File: config.mk
export PLATFORM = sky130hd
export DESIGN_NAME = ccs_clock_switch
export DESIGN_NICKNAME = d
export VERILOG_FILES = /design/src/hdl/ccs_pkg.sv /design/src/hdl/ccs_clock_switch.sv
export SDC_FILE = /design/constraint.sdc
export NUM_CORES = 1
export LEC_CHECK = 0
export BUFFER_PORTS_ARGS = -buffer_cell sky130_fd_sc_hd__buf_2
export CAP_MARGIN = 10
export CORE_UTILIZATION = 54
export DETAILED_ROUTE_END_ITERATION = 10
export PLACE_DENSITY = 0.76
export SLEW_MARGIN = 20
export SYNTH_ARGS = -nofsm -noshare
export SYNTH_HDL_FRONTEND = slang
export SYNTH_SLANG_ARGS = --single-unit
File: constraint.sdc
create_clock -name clock_i -period 2 [get_ports clock_i]
set_input_delay 0.4 -clock clock_i [delete_from_list [all_inputs] [get_ports clock_i]]
set_output_delay 0.4 -clock clock_i [all_outputs]
set_load 0.03 [all_outputs]
File: src/hdl/ccs_pkg.sv
// Package for the clock switch and Sleep-exit sequencer.
// Assumes a single 200 MHz system clock; oscillator edges arrive as synchronous inputs.
package ccs_pkg;
   // ==========================================
   // Register map
   localparam logic [3:0] CCS_ADDR_CTRL = 4'h0;
   localparam logic [3:0] CCS_ADDR_STATUS = 4'h1;
   localparam logic [3:0] CCS_ADDR_CPUST = 4'h2;
   // ==========================================
   // Control field positions
   localparam int CCS_CTRL_SEL_LSB = 0;
   localparam int CCS_CTRL_SEC_EN = 2;
   localparam int CCS_CTRL_TWO_SPEED = 3;
   localparam int CCS_CTRL_FREQ_LSB = 4;
   localparam int CCS_CTRL_SLEEP = 7;
   localparam logic [7:0] CCS_CTRL_RESET = 8'h00;
   // ==========================================
   // Clock select encodings
   localparam logic [1:0] CCS_SEL_PRIMARY = 2'h0;
   localparam logic [1:0] CCS_SEL_SECONDARY = 2'h1;
   localparam logic [1:0] CCS_SEL_INTERNAL = 2'h2;
   // Primary oscillator configurations
   localparam logic [2:0] CCS_PRI_LP = 3'h0;
   localparam logic [2:0] CCS_PRI_XT = 3'h1;
   localparam logic [2:0] CCS_PRI_HS = 3'h2;
   localparam logic [2:0] CCS_PRI_EC = 3'h3;
   localparam logic [2:0] CCS_PRI_RC = 3'h4;
   // ==========================================
   // Timing
   localparam int CCS_SWITCH_EDGES = 8;
   localparam int CCS_OST_EDGES = 1024;
   localparam int CCS_STABLE_MS = 4;
   localparam int CCS_CLK_MHZ = 200;
   localparam int CCS_STABLE_CYCLES = CCS_STABLE_MS * 1000 * CCS_CLK_MHZ;
   localparam logic [15:0] CCS_CPUST_RESET = 16'h0400;
   // Source currently clocking the core
   typedef enum logic [1:0] {
      CCS_SRC_PRI = 2'h0,
      CCS_SRC_SEC = 2'h1,
      CCS_SRC_INT = 2'h2
   } ccs_src_e;
   // Oscillator edge strobes travel together
   typedef struct packed {
      logic primary;
      logic secondary;
      logic internal;
   } ccs_edges_s;
endpackage

File: src/hdl/ccs_clock_switch.sv
// Clock source switching and Sleep-exit sequencing, one clock domain.
// Oscillator edges arrive as one-cycle strobes synchronous to clock_i.
//
// The register offsets and the address-and-strobe port were left to the implementer.
`timescale 1ns/1ps
module ccs_clock_switch #(
   parameter int STABLE_CYCLES = ccs_pkg::CCS_STABLE_CYCLES
) (
   // Clock and reset
   input wire logic clock_i,
   input wire logic resetn_i,
   // Register port
   input wire logic [3:0] addr_i,
   input wire logic [15:0] wdata_i,
   input wire logic wr_i,
   input wire logic rd_i,
   output logic [15:0] rdata_o,
   // Configuration and events
   input wire logic [2:0] primary_cfg_i,
   input wire ccs_pkg::ccs_edges_s osc_edge_i,
   input wire logic wake_irq_i,
   // Core clock state
   output ccs_pkg::ccs_src_e clock_source_o,
   output logic core_run_o,
   output logic sleeping_o
);
   import ccs_pkg::*;

   typedef enum logic [4:0] {
      ST_RESET = 5'b00001,
      ST_RUN = 5'b00010,
      ST_SWITCH = 5'b00100,
      ST_SLEEP = 5'b01000,
      ST_WAKE = 5'b10000
   } ccs_state_e;

   function automatic logic is_crystal(input logic [2:0] cfg);
      is_crystal = (cfg == CCS_PRI_LP) || (cfg == CCS_PRI_XT) || (cfg == CCS_PRI_HS);
   endfunction

   function automatic logic src_edge(input ccs_src_e s, input ccs_edges_s e);
      case (s)
         CCS_SRC_SEC: src_edge = e.secondary;
         CCS_SRC_INT: src_edge = e.internal;
         default: src_edge = e.primary;
      endcase
   endfunction

   function automatic ccs_src_e sel_src(input logic [1:0] sel);
      case (sel)
         CCS_SEL_SECONDARY: sel_src = CCS_SRC_SEC;
         CCS_SEL_INTERNAL: sel_src = CCS_SRC_INT;
         default: sel_src = CCS_SRC_PRI;
      endcase
   endfunction

   // Source taken on leaving Sleep; two-speed bridges an unfinished start-up on the internal clock
   function automatic ccs_src_e wake_src(input logic [1:0] sel, input logic [2:0] cfg, input logic ost_ok);
      if (sel != CCS_SEL_PRIMARY) begin
         wake_src = sel_src(sel);
      end else if (ost_ok || !is_crystal(cfg)) begin
         wake_src = CCS_SRC_PRI;
      end else begin
         wake_src = CCS_SRC_INT;
      end
   endfunction

   // Status word layout; bit positions are shared with software
   function automatic logic [15:0] pack_status(input logic sleep, input logic run, input ccs_src_e src,
                                               input logic sec_run, input logic int_ok, input logic ost_ok);
      pack_status = {9'h000, sleep, run, src, sec_run, int_ok, ost_ok};
   endfunction

   ccs_state_e state;
   logic [7:0] ctrl;
   logic [15:0] cpu_start;
   logic [15:0] cpu_cnt;
   logic [10:0] ost_cnt;
   logic ost_run;
   logic [3:0] sw_cnt;
   logic [31:0] stab_cnt;
   logic osc_startup_status;
   logic internal_osc_stable;
   logic secondary_clock_running;
   ccs_src_e target;
   logic [1:0] system_clock_select;
   logic two_speed;
   logic ost_done;
   logic cpu_done;
   logic wr_ctrl;
   logic wr_cpust;
   logic wake_evt;
   logic ost_arm;
   logic ost_need;
   logic sw_step;
   logic sw_last;
   logic [15:0] status_word;

   assign system_clock_select = ctrl[CCS_CTRL_SEL_LSB +: 2];
   assign two_speed = ctrl[CCS_CTRL_TWO_SPEED];
   assign ost_done = !ost_run;
   assign cpu_done = (cpu_cnt == 16'h0000);
   assign wr_ctrl = wr_i && (addr_i == CCS_ADDR_CTRL);
   assign wr_cpust = wr_i && (addr_i == CCS_ADDR_CPUST);
   assign wake_evt = (state == ST_SLEEP) && wake_irq_i;
   // Start-up timer restarts on reset, on every wake-up and on a return to the primary select
   assign ost_arm = (state == ST_RESET) || wake_evt ||
                    (wr_ctrl && wdata_i[1:0] == CCS_SEL_PRIMARY && system_clock_select != CCS_SEL_PRIMARY);
   // Only a crystal primary needs it; a wake-up onto another select leaves it idle
   assign ost_need = is_crystal(primary_cfg_i) &&
                     ((state != ST_SLEEP) || (system_clock_select == CCS_SEL_PRIMARY));
   // A crystal primary must finish its start-up before the 8 settling edges count
   assign sw_step = !(target == CCS_SRC_PRI && ost_run) && src_edge(target, osc_edge_i);
   assign sw_last = (sw_cnt == 4'(CCS_SWITCH_EDGES - 1));
   assign status_word = pack_status(sleeping_o, core_run_o, clock_source_o, secondary_clock_running,
                                    internal_osc_stable, osc_startup_status);

   // ==========================================
   // Register writes
   // Select field only changes by software, never by Sleep entry or exit
   always_ff @(posedge clock_i or negedge resetn_i) begin
      if (!resetn_i) begin
         ctrl <= CCS_CTRL_RESET;
         cpu_start <= CCS_CPUST_RESET;
      end else begin
         if (wr_ctrl) begin
            ctrl <= wdata_i[7:0];
         end else if (wake_evt) begin
            // A software write on the same edge wins over this clear
            ctrl[CCS_CTRL_SLEEP] <= 1'b0;
         end
         if (wr_cpust) begin
            cpu_start <= wdata_i;
         end
      end
   end

   // ==========================================
   // Oscillator start-up timer, counts primary edges
   always_ff @(posedge clock_i or negedge resetn_i) begin
      if (!resetn_i) begin
         ost_run <= 1'b0;
         ost_cnt <= 11'h000;
      end else if (ost_arm) begin
         ost_run <= ost_need;
         ost_cnt <= 11'h000;
      end else if (ost_run && osc_edge_i.primary) begin
         if (ost_cnt == 11'(CCS_OST_EDGES - 1)) begin
            ost_run <= 1'b0;
         end
         ost_cnt <= ost_cnt + 11'h001;
      end
   end

   // ==========================================
   // CPU start-up timer, reloaded on every wake-up
   // Counts system clocks; a load of zero lets the core go on the next cycle
   always_ff @(posedge clock_i or negedge resetn_i) begin
      if (!resetn_i) begin
         cpu_cnt <= 16'h0000;
      end else if (wake_evt) begin
         cpu_cnt <= cpu_start;
      end else if (!cpu_done) begin
         cpu_cnt <= cpu_cnt - 16'h0001;
      end
   end

   // ==========================================
   // Sequencer
   always_ff @(posedge clock_i or negedge resetn_i) begin
      if (!resetn_i) begin
         state <= ST_RESET;
         target <= CCS_SRC_PRI;
         clock_source_o <= CCS_SRC_PRI;
         core_run_o <= 1'b0;
         sleeping_o <= 1'b0;
         sw_cnt <= 4'h0;
         osc_startup_status <= 1'b0;
         secondary_clock_running <= 1'b0;
      end else begin
         case (state)
            ST_RESET: begin
               // Reset performs no switch sequence
               // With two-speed the core runs from the internal clock until the start-up timer ends
               if (is_crystal(primary_cfg_i) && two_speed) begin
                  clock_source_o <= CCS_SRC_INT;
                  core_run_o <= 1'b1;
               end
               state <= ST_WAKE;
            end
            ST_RUN: begin
               core_run_o <= 1'b1;
               if (ctrl[CCS_CTRL_SLEEP]) begin
                  core_run_o <= 1'b0;
                  sleeping_o <= 1'b1;
                  state <= ST_SLEEP;
               end else if (sel_src(system_clock_select) != clock_source_o) begin
                  target <= sel_src(system_clock_select);
                  sw_cnt <= 4'h0;
                  state <= ST_SWITCH;
               end
            end
            ST_SWITCH: begin
               // Core keeps running on the old source while the new one settles
               if (ctrl[CCS_CTRL_SLEEP]) begin
                  core_run_o <= 1'b0;
                  sleeping_o <= 1'b1;
                  state <= ST_SLEEP;
               end else if (sel_src(system_clock_select) != target) begin
                  state <= ST_RUN;
               end else if (sw_step) begin
                  sw_cnt <= sw_cnt + 4'h1;
                  if (sw_last) begin
                     clock_source_o <= target;
                     osc_startup_status <= (target == CCS_SRC_PRI);
                     secondary_clock_running <= (target == CCS_SRC_SEC);
                     state <= ST_RUN;
                  end
               end
            end
            ST_SLEEP: begin
               if (wake_irq_i) begin
                  state <= ST_WAKE;
               end
            end
            ST_WAKE: begin
               // Wake-up: the CPU timer and, for a crystal on the primary select, the start-up timer already started together
               if (system_clock_select == CCS_SEL_PRIMARY) begin
                  if (cpu_done && (ost_done || two_speed)) begin
                     core_run_o <= 1'b1;
                     sleeping_o <= 1'b0;
                     clock_source_o <= wake_src(system_clock_select, primary_cfg_i, ost_done);
                     osc_startup_status <= ost_done;
                     secondary_clock_running <= 1'b0;
                     state <= ST_RUN;
                  end
               end else if (cpu_done) begin
                  core_run_o <= 1'b1;
                  sleeping_o <= 1'b0;
                  clock_source_o <= wake_src(system_clock_select, primary_cfg_i, ost_done);
                  osc_startup_status <= 1'b0;
                  secondary_clock_running <= (system_clock_select == CCS_SEL_SECONDARY);
                  state <= ST_RUN;
               end
            end
            default: begin
               // An illegal state code restarts the start-up sequence instead of hanging the core
               core_run_o <= 1'b0;
               sleeping_o <= 1'b0;
               state <= ST_RESET;
            end
         endcase
      end
   end

   // ==========================================
   // Internal oscillator stable flag
   // Counter parks at its end value and restarts whenever the core leaves the internal clock
   always_ff @(posedge clock_i or negedge resetn_i) begin
      if (!resetn_i) begin
         stab_cnt <= 32'h00000000;
         internal_osc_stable <= 1'b0;
      end else if (clock_source_o != CCS_SRC_INT) begin
         stab_cnt <= 32'h00000000;
         internal_osc_stable <= 1'b0;
      end else if (stab_cnt == 32'(STABLE_CYCLES - 1)) begin
         internal_osc_stable <= 1'b1;
      end else begin
         stab_cnt <= stab_cnt + 32'h00000001;
      end
   end

   // ==========================================
   // Read port, data one cycle after the strobe
   // Idle cycles and unmapped addresses read zero so no stale word lingers
   always_ff @(posedge clock_i or negedge resetn_i) begin
      if (!resetn_i) begin
         rdata_o <= 16'h0000;
      end else if (rd_i) begin
         case (addr_i)
            CCS_ADDR_CTRL: rdata_o <= {8'h00, ctrl};
            CCS_ADDR_STATUS: rdata_o <= status_word;
            CCS_ADDR_CPUST: rdata_o <= cpu_start;
            default: rdata_o <= 16'h0000;
         endcase
      end else begin
         rdata_o <= 16'h0000;
      end
   end
endmodule // ccs_clock_switch

After elaboration in Yosys (flattened, before gate mapping)
Index checks and enable logic that the tools add are counted.
{ "word_totals": {"out_inout_bits": 20, "word_cells": 180, "reg_bits": 118, "memories": 0, "ram_bits": 0, "latch_bits": 0, "rom_bits": 0} }
{ "classes": {"bitwise_logic": 3, "reduce_logical": 45, "div": 0, "muxes": 74, "n_eq_ne": 37, "n_mul": 0, "shift": 0, "magnitude_cmp": 0, "addsub": 4} }
{ "op_table": {"columns": ["op", "n"], "rows": [
  ["$mux 32", 2],
  ["$mux 5", 10],
  ["$mux 16", 3],
  ["$pmux 16 s3", 1],
  ["$add 32x1->32 const B", 1],
  ["$eq 32x20->1 const B", 1],
  ["$mux 1", 29],
  ["$mux 2", 13],
  ["$pmux 5 s5", 1],
  ["$mux 11", 2],
  ["$mux 4", 5],
  ["$ne 2x2->1 const B", 10],
  ["$logic_not 16->1", 1],
  ["$sub 16x1->16 const B", 1],
  ["$reduce_bool 2->1", 7],
  ["$reduce_and 6->1", 2],
  ["$add 11x1->11 const B", 1],
  ["$eq 11x10->1 const B", 1],
  ["$logic_and 1x1->1", 11],
  ["$ne 3x3->1 const B", 3],
  ["$ne 4x4->1 const B", 2],
  ["$pmux 4 s2", 1],
  ["$reduce_and 8->1", 1],
  ["$logic_or 1x1->1", 7],
  ["other kinds (33)", 47]
]} }

Depth between registers and ports, before layout
{ "logic_depth": {"word_depth": 10, "ltp_mapped": 7, "ltp_nobuf": 7} }

Least setup slack after synthesis
Ideal clock, no wire load.
{ "synth_timing": {"path_kind": "flip-flop to flip-flop", "from": "register target[0]", "to": "register clock_source_o[0]", "synth_period_minus_slack_ns": 2.184, "path_buffers": 0, "slack_ns": -0.184, "t_arrival_ns": 2.060, "path_stages_with_launch": 8, "cell_sequence": "dfrtp_1 -> inv_1 -> ha_1 -> o2bb2ai_2 -> a211oi_1 -> nand3b_1 -> a2111oi_4 -> mux2_2"} }
{ "synth_between": {"elab_chain_cells": 6} }
{ "synth_rtl": {"columns": ["item", "line", "rtl"], "rows": [
  ["from (decl)", "ccs_clock_switch.sv:85", "ccs_src_e target;"],
  ["from (signal assigned)", "ccs_clock_switch.sv:198", "target <= sel_src(system_clock_select);"],
  ["parallel branches: the longest is 6 deep, another holds $reduce_and 8->1", null, null],
  ["to (signal assigned)", "ccs_clock_switch.sv:214", "clock_source_o <= target;"],
  ["to (signal assigned)", "ccs_clock_switch.sv:232", "clock_source_o <= wake_src(system_clock_select, primary_cfg_i, ost_done);"],
  ["to (signal assigned)", "ccs_clock_switch.sv:240", "clock_source_o <= wake_src(system_clock_select, primary_cfg_i, ost_done);"],
  ["to (decl)", "ccs_clock_switch.sv:23", "output ccs_pkg::ccs_src_e clock_source_o,"]
]} }
Several ways; the timed one is not identified. The select of a mux whose other input is x is not followed.
A chain may end at the register's enable or synchronous reset.

Worst setup path in the final report
{ "layout_timing": {"from": "register target[1]", "to": "register sw_cnt[3]"} }
{ "layout_between": {"elab_chain_cells": 6} }
{ "layout_rtl": {"columns": ["item", "line", "rtl"], "rows": [
  ["parallel branches: the longest is 5 deep, another holds $eq 2x2->1", null, null],
  ["$reduce_and 6->1 (no source line) (*)", null, null],
  ["to (signal assigned)", "ccs_clock_switch.sv:212", "sw_cnt <= sw_cnt + 4'h1;"],
  ["to (decl)", "ccs_clock_switch.sv:80", "logic [3:0] sw_cnt;"]
]} }
Mark *: on every way between the ends.

==> flow_summary_export.csv <==
group,metric,value,unit
floorplanning,dieArea,0.0116,mm^2
drt,vias_per_cell,5.83,
drt,num_vias,5069,
cts,clockBufferDepth,2,
placed_design,pre_cts_slack,-0.120,ns
synthesis,synthArstFlopShare,1.00,
critical_path,timing.rr.end,"sw_cnt[3]",
timing,finalHoldViolCount,0,
synthesis,synthCells,599,
synthesis,synth.largest_area_cell,"dfrtp_1",
timing,fin_crit_sh,1.04,
cts,clk-insertion-delay-late,0.53,ns
pwr,switching_share,0.241,
cts,path_clk_slew,0.06,ns
critical_path,rrSetupSlack,-0.07,ns
placed_design,io_buffer_count,50,
cts,root_buffer,"clkbuf_8",
critical_path,cp-start-kind,"register",
drt,routedWlPerCell,17.2,um
timing,slew_viol_final,0,
final_layout,area_growth_syn_to_layout,26.5,%
timing,setup_violations,7,
timing,slew-limit-headroom,0.694,
run_status,outcome,"finished with violations",
placed_design,hpwl,10.5,mm
critical_path,critPathKind,"register to register",
global_routing,gr-usage-all-layers,0.280,
timing,period_minus_slack,2.07,ns
pwr,intPower,0.00500,W
synthesis,synth_area,0.00604,mm^2
floorplanning,pin_count,51,
pwr,switching_power,0.00158,W
final_layout,layout_commonest_cell,"dfrtp_1",
timing,setup_tns,-0.340,ns
pwr,leakage,3.48,nW
cts,numCtsBuffers,17,
floorplanning,fp.dieW,108,um
global_routing,grt_max_degree,53,
cts,cts.sinks,118,
synthesis,ys_top_cells_by_area,"dfrtp_1, mux2_2, xor2_1, nor2_1, nand2_1",
critical_path,endpoint,"sw_cnt[3]",
critical_path,endpoint_kind,"register",
critical_path,ff2ff_path_depth,8,
final_layout,fin_cells,869,
critical_path,r2r_start,"target[1]",
final_layout,nNetsFinal,755,
critical_path,crit_required,2.45,ns
run_status,violations,"negative setup slack",
timing,fmax,482,MHz
synthesis,synth-edff-count,0,
synthesis,synth.net_count,638,
pwr,irDropWorstVdd,0.000767,V
critical_path,crit_arrival,2.52,ns
final_layout,final_cell_mix,"dfrtp_1, nor2_1, buf_4, nand2_1, buf_2",
floorplanning,core-area,0.0109,mm^2
drt,dr.pass1.iters,5,
final_layout,fin_util,0.701,
pwr,powerDensity,862,mW/mm^2
cts,h-tree-depth,4,
synthesis,yosys.area.top_type_share,0.481,
synthesis,syn_area_per_cell,10.1,um^2
timing,rsz0062_at_grt,"yes",
floorplanning,fp.dieH,108,um
floorplanning,start_util,0.554,
placed_design,placed_cells,827,
worst_hold_path,hold_path.class,"primary input to register",
floorplanning,placementRows,38,
synthesis,synth.distinct_cells,64,
timing,tightest_slew,0.459,ns
job,max_cap_viol_count,0,
synthesis,yosys_warnings,0,
pwr,p_comb_frac,0.083,
pwr,pwr-share-seq,0.413,
critical_path,crit_start,"target[1]",
timing,holdWs,0.0964,ns
synthesis,ys_seq_elements,118,
critical_path,cp_max_fo,3,
drt,drtAntennaViolNets,0,
global_routing,grt_pass1_vias,5122,
final_layout,drive_above_1_share,0.288,
drt,drt_wl_total,14.9,mm
global_routing,antenna_found_initial,0,
placed_design,gp_congestion,0.901,
cts,cts_tree,"yes",
final_layout,num_antenna_cells,0,
pwr,p_clk_frac,0.504,
drt,drc_errors,0,
timing,fin_ws,-0.0749,ns
timing,skew,0.00750,ns
drt,drt_iter0_markers,270,
global_routing,grt_overflow,0,
global_routing,grt_pass1_wl,24.7,mm
synthesis,yosysSeqAreaShare,0.490,
synthesis,synth_ff_type,"dfrtp_1",
==> cells in the mapped netlist, types with 6 or more instances <==
master    count
and2_1       10
dfrtp_1     116
a21oi_1      27
inv_1        12
or3_1         7
nand2_1      49
nand3_1      31
xnor2_1      13
and3_1       13
ha_1          8
mux2_2       28
mux2i_1      11
nor2b_1       7
clkbuf_1      6
buf_2         8
nor4_1        6
nand4_1      13
nor3_1       11
o21ai_0      25
nor2_1       78
xor2_1       36
==> layer usage <==
| metal | wire length [um] | global-route usage | up-vias |
|---|---|---|---|
| met5 | 0 | 0 | - |
| met4 | 452 | 0.117 | 0 |
| met3 | 574 | 0.0690 | 37 |
| met2 | 7510 | 0.465 | 125 |
| met1 | 6380 | 0.346 | 2539 |
| li1 | - | - | 2368 |
==> how the worst min path moves through the flow <==
stage	start	end	slack [ns]	cells after the start
after floorplan	resetn_i	clock_source_o[0]	0.10	0
after global placement	resetn_i	sw_cnt[0]	0.37	1
after detailed placement	resetn_i	sw_cnt[0]	0.38	1
after CTS	wdata_i[11]	cpu_start[11]	0.09	2
after global routing	wdata_i[9]	cpu_start[9]	0.09	2
final	wdata_i[9]	cpu_start[9]	0.1	2
==> final cells by class <==
cell class / count / area [um^2]
fill: 774 / 3260
multi-input combinational: 452 / 3030
inverter: 12 / 45.0
tap: 140 / 175
sequential: 118 / 2960
clock buffer: 18 / 418
timing repair buffer: 115 / 781
clock inverter: 14 / 224
==> repair_timing <==
| item | 4_1_cts | 5_1_grt |
|---|---|---|
| gates cloned | 0 | 0 |
| endpoints found under the setup margin | 7 | 17 |
| buffers inserted | 3 | 6 |
| pin swaps | 2 | 6 |
| endpoints found under the hold margin | 29 | 0 |
| resized for setup | 2 | 17 |
| hold buffers | 1 | 0 |
==> worst max-delay path: stages, from the launching register on <==
cell	delay, ns
dfrtp_1	0.40
inv_2	0.10
ha_2	0.18
a22oi_1	0.09
a211oi_2	0.23
nand3b_1	0.21
buf_4	0.20
or4_4	0.48
o211ai_1	0.10
==> cells by family (layout without fill, tap and decap cells) <==
logic type | count (synthesis) | count (layout) | synth area share
simple gates | 266 | 266 | 0.233
mux | 39 | 39 | 0.0705
xor+xnor | 49 | 49 | 0.0711
compound gates | 90 | 90 | 0.0968
flops | 118 | 118 | 0.490
buf+inv | 29 | 159 | 0.0222
fa+ha+maj | 8 | 8 | 0.0166
==> power by group through the flow <==
stage               logic [W]  clock network, W  registers (W)
global route         0.000610           0.00346        0.00274
CTS                  0.000553           0.00333        0.00271
finish               0.000549           0.00331        0.00271
detailed placement   0.000543                 0        0.00275
floorplan            0.000335                 0        0.00271
global placement     0.000520                 0        0.00274
==> metrics by stage <==
stage / total power, W / instance area [um^2]
after floorplan: 0.00304 / 6060
after global placement: 0.00326 / 6850
after detailed placement: 0.00329 / 6850
after CTS: 0.00659 / 7530
after global routing: 0.00681 / 7630
final: 0.00658 / 7630
==> flip-flops by register name, indices dropped and copies added, names as in the netlist, 2 cells and up <==
name            cells
ost_cnt            11
rdata_o            16
ctrl                8
sw_cnt              4
state               5
cpu_cnt            16
cpu_start          16
stab_cnt           32
clock_source_o      2
target              2
(Power assumes the default switching activity.)
